===== src/design/reference_dac_code_word_defines.svh =====
// Constants for the reference DAC code register block
// Assumes inclusion by both ends; the interface does not include it
`ifndef REFERENCE_DAC_CODE_WORD_DEFINES_SVH
`define REFERENCE_DAC_CODE_WORD_DEFINES_SVH
`define CMD_MSB           15
`define CMD_LSB           12
`define CODE_MSB          11
`define CODE_LSB          3
`define PAD_MSB           2
`define PAD_LSB           0
`define CFG_MSB           11
`define CFG_LSB           0
`define CMD_READ_CONFIG   4'h3
`define CMD_WRITE_CONFIG  4'h8
`define CMD_WRITE_DAC_A   4'h9
`define CMD_WRITE_DAC_B   4'hA
`define DAC_CODE_RESET    9'h1FF
`define DAC_CODE_FLOOR    9'h064
`define CONFIG_RESET      12'h000
`define WORD_RESET        16'h0000
`define REF_DAC_WORD_OFFSET 4'h2
`endif


===== src/design/reference_dac_code_word_pkg.sv =====
// Types shared by both ends of the configuration word link
package reference_dac_code_word_pkg;
  typedef logic [15:0] config_word_t;
  typedef logic [8:0]  dac_code_t;
  typedef logic [3:0]  command_select_field_t;
endpackage


===== src/design/reference_dac_code_word_if.sv =====
// Link carrying one 16-bit configuration word per valid cycle
// Assumes both ends share i_clock
`timescale 1ns/100ps
interface reference_dac_code_word_if;
  logic                  word_valid; // Word strobe, one cycle
  reference_dac_code_word_pkg::config_word_t word;    // Received configuration word
  logic                  readback_valid; // Readback strobe
  logic [11:0]           readback;   // Main configuration readback
  modport device_end (input word_valid, input word, output readback_valid, output readback);
  modport host_end   (output word_valid, output word, input readback_valid, input readback);
endinterface


===== src/design/reference_dac_code_word_device.sv =====
// Device end: decodes configuration words, stores DAC codes
// Assumes host keeps pad bits zero and codes above the floor
//
// Functional notes
// - Command 1001 stores code as channel A
// - Command 1010 stores code as channel B
// - Code taken from word bits eleven to three
// - Other commands leave both DAC codes unchanged
// - Host drives the three low bits zero in DAC code words
// - Codes reset to 1FF; host avoids 064 downward
// - Host trims by trying eleven neighbouring codes
// - 0011 reads, 1000 writes main configuration
`timescale 1ns/100ps
`include "reference_dac_code_word_defines.svh"
module reference_dac_code_word_device
(
  input  wire logic               i_clock,
  input  wire logic               i_sys_rst,
  reference_dac_code_word_if.device_end            link,
  output reference_dac_code_word_pkg::dac_code_t   o_channel_a_dac_code,
  output reference_dac_code_word_pkg::dac_code_t   o_channel_b_dac_code,
  output logic [11:0]             o_main_configuration_word
);

  // Overview of the data path
  // One strobed word arrives per valid cycle from the host end.
  // The top four bits pick what the word does.
  // Two commands load a channel code, one loads the main
  // configuration bits, one asks for those bits back.
  // Every other command pattern falls through untouched.
  // All stores are plain flip-flops with a synchronous reset.
  // Every output comes straight from one of those flip-flops.

  // Decode helper: a strobed word that carries a given command
  // Used for all four command decodes, so they stay alike
  function automatic logic cmd_hits
  (
    input logic                              valid,
    input reference_dac_code_word_pkg::command_select_field_t field,
    input reference_dac_code_word_pkg::command_select_field_t pattern
  );
    cmd_hits = valid && (field == pattern);
  endfunction

  // Stored state
  reference_dac_code_word_pkg::dac_code_t a_reg;   // Channel A store
  reference_dac_code_word_pkg::dac_code_t b_reg;   // Channel B store
  logic [11:0]           cfg_reg; // Main configuration low bits
  logic                  rbv_reg; // Readback strobe
  logic [11:0]           rb_reg;  // Readback data

  // Field split of the incoming word
  // Command field sits in the top four bits
  wire reference_dac_code_word_pkg::command_select_field_t cmd = link.word[`CMD_MSB:`CMD_LSB];

  // Nine-bit code field, most significant bit first
  wire reference_dac_code_word_pkg::dac_code_t code = link.word[`CODE_MSB:`CODE_LSB];

  // Low twelve bits carry the main configuration payload
  wire [11:0] cfg_bits = link.word[`CFG_MSB:`CFG_LSB];

  // Pad bits are not checked here; the host keeps them zero
  wire [2:0] pad_bits = link.word[`PAD_MSB:`PAD_LSB];

  // Command decodes
  // Channel A load
  wire wr_a   = cmd_hits(link.word_valid, cmd, `CMD_WRITE_DAC_A);

  // Channel B load
  wire wr_b   = cmd_hits(link.word_valid, cmd, `CMD_WRITE_DAC_B);

  // Main configuration load
  wire wr_cfg = cmd_hits(link.word_valid, cmd, `CMD_WRITE_CONFIG);

  // Main configuration readback request
  wire rd_cfg = cmd_hits(link.word_valid, cmd, `CMD_READ_CONFIG);

  // Any other strobed word: decoded but has no effect
  wire ignored = link.word_valid && !(wr_a || wr_b || wr_cfg || rd_cfg);

  // Next values
  // Channel A: load on its own command, otherwise hold
  // A write to B can never reach this store
  wire reference_dac_code_word_pkg::dac_code_t a_next = wr_a ? code : a_reg;

  // Channel B: load on its own command, otherwise hold
  // A write to A can never reach this store
  wire reference_dac_code_word_pkg::dac_code_t b_next = wr_b ? code : b_reg;

  // Main configuration: load low twelve bits, otherwise hold
  wire [11:0] cfg_next = wr_cfg ? cfg_bits : cfg_reg;

  // Readback strobe follows a read request by one cycle
  wire rbv_next = rd_cfg;

  // Readback data is taken from the store only on a read
  // It then holds, so the host may sample it late
  wire [11:0] rb_next = rd_cfg ? cfg_reg : rb_reg;

  // Channel A code store
  // Reset puts the code at the top of its range
  always_ff @(posedge i_clock)
  begin
    if (i_sys_rst)
    begin
      a_reg <= `DAC_CODE_RESET;
    end
    else
    begin
      a_reg <= a_next;
    end
  end

  // Channel B code store
  // Kept apart from channel A on purpose
  always_ff @(posedge i_clock)
  begin
    if (i_sys_rst)
    begin
      b_reg <= `DAC_CODE_RESET;
    end
    else
    begin
      b_reg <= b_next;
    end
  end

  // Main configuration store
  // Only the low twelve bits are kept; command bits are not
  always_ff @(posedge i_clock)
  begin
    if (i_sys_rst)
    begin
      cfg_reg <= `CONFIG_RESET;
    end
    else
    begin
      cfg_reg <= cfg_next;
    end
  end

  // Readback strobe
  // One-cycle pulse per read request; back-to-back reads
  // give a strobe on each cycle
  always_ff @(posedge i_clock)
  begin
    if (i_sys_rst)
    begin
      rbv_reg <= 1'b0;
    end
    else
    begin
      rbv_reg <= rbv_next;
    end
  end

  // Readback data
  // A load and a read in one cycle cannot happen: one word
  // carries one command, so the old value is always returned
  always_ff @(posedge i_clock)
  begin
    if (i_sys_rst)
    begin
      rb_reg <= `CONFIG_RESET;
    end
    else
    begin
      rb_reg <= rb_next;
    end
  end

  // Outputs
  // Each channel code drives its own reference DAC
  assign o_channel_a_dac_code      = a_reg;
  assign o_channel_b_dac_code      = b_reg;

  // Stored configuration bits for the rest of the converter
  assign o_main_configuration_word = cfg_reg;

  // Readback answer back to the host end
  assign link.readback_valid       = rbv_reg;
  assign link.readback             = rb_reg;

  // Notes for users of this block
  // Codes at or below the floor are not refused here; the
  // host end refuses them before they reach the link.
  // Pad bits and ignored words are visible on wires above
  // for any later checker but change no state.
  // Trimming around a target code is a host procedure:
  // each trial is an ordinary channel write.
endmodule


===== src/flat_wrapper.sv =====
// flat-port wrapper written by rule: the top's interface ports become plain ports
module reference_dac_code_word_device_flat 
  (i_clock, i_sys_rst, o_channel_a_dac_code, o_channel_b_dac_code, o_main_configuration_word, link_word_valid, link_word, link_readback_valid, link_readback);
  reference_dac_code_word_if link_i ();
  input  wire logic i_clock;
  input  wire logic i_sys_rst;
  output reference_dac_code_word_pkg::dac_code_t o_channel_a_dac_code;
  output reference_dac_code_word_pkg::dac_code_t o_channel_b_dac_code;
  output logic [11:0] o_main_configuration_word;
  input wire logic [$bits(link_i.word_valid)-1:0] link_word_valid;
  input wire logic [$bits(link_i.word)-1:0] link_word;
  output wire logic [$bits(link_i.readback_valid)-1:0] link_readback_valid;
  output wire logic [$bits(link_i.readback)-1:0] link_readback;
  assign link_i.word_valid = link_word_valid;
  assign link_i.word = link_word;
  assign link_readback_valid = link_i.readback_valid;
  assign link_readback = link_i.readback;
  reference_dac_code_word_device u_core (.i_clock(i_clock), .i_sys_rst(i_sys_rst), .link(link_i), .o_channel_a_dac_code(o_channel_a_dac_code), .o_channel_b_dac_code(o_channel_b_dac_code), .o_main_configuration_word(o_main_configuration_word));
endmodule

===== config.mk =====
export PLATFORM = sky130hd
export DESIGN_NAME = reference_dac_code_word_device_flat
export DESIGN_NICKNAME = d
export VERILOG_FILES = /design/src/design/reference_dac_code_word_pkg.sv /design/src/design/reference_dac_code_word_if.sv /design/src/design/reference_dac_code_word_device.sv /design/src/flat_wrapper.sv
export VERILOG_INCLUDE_DIRS = /design/src /design/src/design
export SDC_FILE = /design/constraint.sdc
export NUM_CORES = 1
export LEC_CHECK = 0
export BUFFER_PORTS_ARGS = -buffer_cell sky130_fd_sc_hd__buf_4
export CAP_MARGIN = 15
export CORE_ASPECT_RATIO = 1.75
export CORE_MARGIN = 2
export CORE_UTILIZATION = 45
export DETAILED_ROUTE_END_ITERATION = 10
export PLACE_DENSITY = 0.73
export SYNTH_ARGS = -nofsm -noshare
export SYNTH_HDL_FRONTEND = slang
export SYNTH_SLANG_ARGS = --single-unit

===== constraint.sdc =====
create_clock -name i_clock -period 3.1 [get_ports i_clock]
set_clock_uncertainty 0.1 [all_clocks]
set_input_delay 0.62 -clock i_clock [delete_from_list [all_inputs] [get_ports i_clock]]
set_output_delay 0.62 -clock i_clock [all_outputs]
set_load 0.02 [all_outputs]

==> results.sh <==
export IMPL_worstPathArrival_ns=2.08
export IMPL_hold_path_class="flop to flop"
export IMPL_initial_core_util_pct=47.2
export IMPL_portBuffers=61
export IMPL_track_usage_pct=19.5
export IMPL_drt_iter0_markers=14
export IMPL_root_buffer="clkbuf_8"
export IMPL_finalHoldViolations=0
export IMPL_leakage_nw=1.03
export IMPL_synth_top_area_share_pct=49.7
export IMPL_required_ns=3.22
export IMPL_dp_cells=265
export IMPL_gp_congestion=0.683
export IMPL_post_cts_buffers=0
export IMPL_synth_area_leader_cell="dfxtp_1"
export IMPL_end_kind="flop"
export IMPL_avgSynthCellArea_um2=10.4
export IMPL_synth_seq_cells=43
export IMPL_grt_remaining_overflow=0
export IMPL_setup_worst_path_start="link_word[12]"
export IMPL_pwr_density_cell_nw_per_um2=446
export IMPL_holdWs_ns=0.382
export IMPL_finalWorstSetupSlack_ns=1.14
export IMPL_die_x_um=50.9
export IMPL_post_cts_resized=0
export IMPL_worstHoldStart="u_core.link.readback[6]"
export IMPL_setup_viol=0
export IMPL_syn_num_nets=186
export IMPL_areaGrowthSynthToFinish_pct=33.1
export IMPL_tightest_slew_ns=0.794
export IMPL_drc=0
export IMPL_place_ws_ns=0.830
export IMPL_setup_worst_path_class="input port to flop"
export IMPL_cts_tree="yes"
export IMPL_ys_warn_count=0
export IMPL_cap_viol_max_count=0
export IMPL_fin_crit_sh_pct=63.2
export IMPL_timing_rr_start="u_core.o_main_configuration_word[9]"
export IMPL_worst_skew_pair_late_latency_ns=0.29
export IMPL_yosysSeqAreaShare_pct=49.7
export IMPL_rsz0062_at_grt="false"
export IMPL_fin_crit_ns=1.96
export IMPL_grt_max_degree=65
export IMPL_drive_above_1_share_pct=31.3
export IMPL_core_region_area_um2=3660
export IMPL_pin_count=62
export IMPL_clk_pin_slew_worst_paths_ns=0.08
export IMPL_maxSlewViolCount=0
export IMPL_slew_limit_headroom_pct=46.7
export IMPL_wl_per_cell_um=14.1
export IMPL_ant_nets=0
export IMPL_dp_hpwl_um=2900
export IMPL_grt_pass1_vias=1401
export IMPL_antenna_diode_count=0
export IMPL_first_pass_iters=4
export IMPL_synth_cell_types=14
export IMPL_placementRows=29
export IMPL_place_area_um2=2200
export IMPL_clock_fmax_ghz=0.510
export IMPL_synth_area_um2=1730
export IMPL_die_area_um2=4380
export IMPL_vias=1330
export IMPL_ctsHoldBuffers=0
export IMPL_grt_pass1_wl_um=6420
export IMPL_postSynthCellCount=167
export IMPL_path_max_fanout=12
export IMPL_final_cells=273
export IMPL_cts_buffer_depth=2
export IMPL_status="completed"
export IMPL_wirelength_um=3850
export IMPL_fin_area_um2=2300
export IMPL_final_nets=245
export IMPL_ir_worst_vdd_mv=0.328
export IMPL_routed_via_density=4.87
export IMPL_cp_start_kind="input port"
export IMPL_antenna_found_initial=0
export IMPL_fin_tns_setup_ns=0
export IMPL_cts_buffers=5
export IMPL_netlist_top_cells_area="dfxtp_1, mux2i_1, nand2b_1"
export IMPL_htree_levels=2
export IMPL_die_h_um=86.0
export IMPL_clkSinkCount=43
## logic make-up after synthesis
kind of cell | count (synthesis) | synth area share [%]
flip-flops | 43 | 49.7
AND/OR/NAND/NOR | 73 | 23.5
buffers and inverters | 9 | 2.46
multiplexers | 42 | 24.3
## report_power, final
part           switching [mW]  internal (mW)
Combinational          0.0397         0.0401
Sequential            0.00296          0.557
Clock                   0.184          0.203
Total                   0.227          0.801
## through the flow
| step | total power [mW] | util, % |
|---|---|---|
| floorplan | 0.618 | - |
| global placement | 0.651 | 60.1 |
| detailed placement | 0.654 | 60.1 |
| CTS | 1.04 | 62.9 |
| global route | 1.07 | 62.9 |
| finish | 1.03 | 62.9 |
## synth_stat cells, drive strengths merged
library cell	count
dfxtp	43
buf	2
nor3	1
nand2	2
nor3b	1
nor4bb	1
or3b	1
nand2b	37
mux2i	42
clkbuf	7
nor2	29
or3	1
## final cells by class
class,count,area (um^2)
well taps,46,57.6
flip-flops and latches,43,861
fillers,316,1360
repair buffers,61,458
multi-input cells,115,827
clock buffers,8,100
## critical path: stages
cell and delay (ns):
buf_4 0.12, or3b_4 0.42, nor3b_4 0.65, mux2i_1 0.27
## worst paths after layout
kind | to | slack (ns) | cells after the start
worst min-delay path | u_core.link.readback[6] | 0.38 | 2
worst max-delay path | u_core.o_main_configuration_word[5] | 1.14 | 4
worst max register to register | u_core.o_main_configuration_word[9] | 2.36 | 2
worst min register to register | u_core.link.readback[6] | 0.38 | 2
## state kept, by name, summed over array words and instances, names as in the netlist
register                          count
u_core.link.readback                 12
u_core.link.readback_valid            1
u_core.o_channel_a_dac_code           9
u_core.o_channel_b_dac_code           9
u_core.o_main_configuration_word     12
## metal layers
| layer | wire length [um] | global-route usage [%] |
|---|---|---|
| met1 | 1460 | 20.0 |
| met4 | 67 | 7.37 |
| met5 | 0 | 0 |
| met3 | 168 | 5.40 |
| met2 | 2150 | 36.2 |
## layout by cell type (no fill, tap or decap)
| master | n |
|---|---|
| nor4bb_1 | 1 |
| clkbuf_8 | 7 |
| nor2_4 | 1 |
| or3b_4 | 1 |
| buf_4 | 61 |
| nand2_1 | 2 |
| nor2_1 | 28 |
| nor3b_4 | 1 |
| dfxtp_1 | 43 |
| clkbuf_1 | 1 |
| nand2b_1 | 37 |
| nor3_1 | 1 |
| mux2i_1 | 42 |
| or3_1 | 1 |
Note: power is estimated with default switching activity, not from simulation.
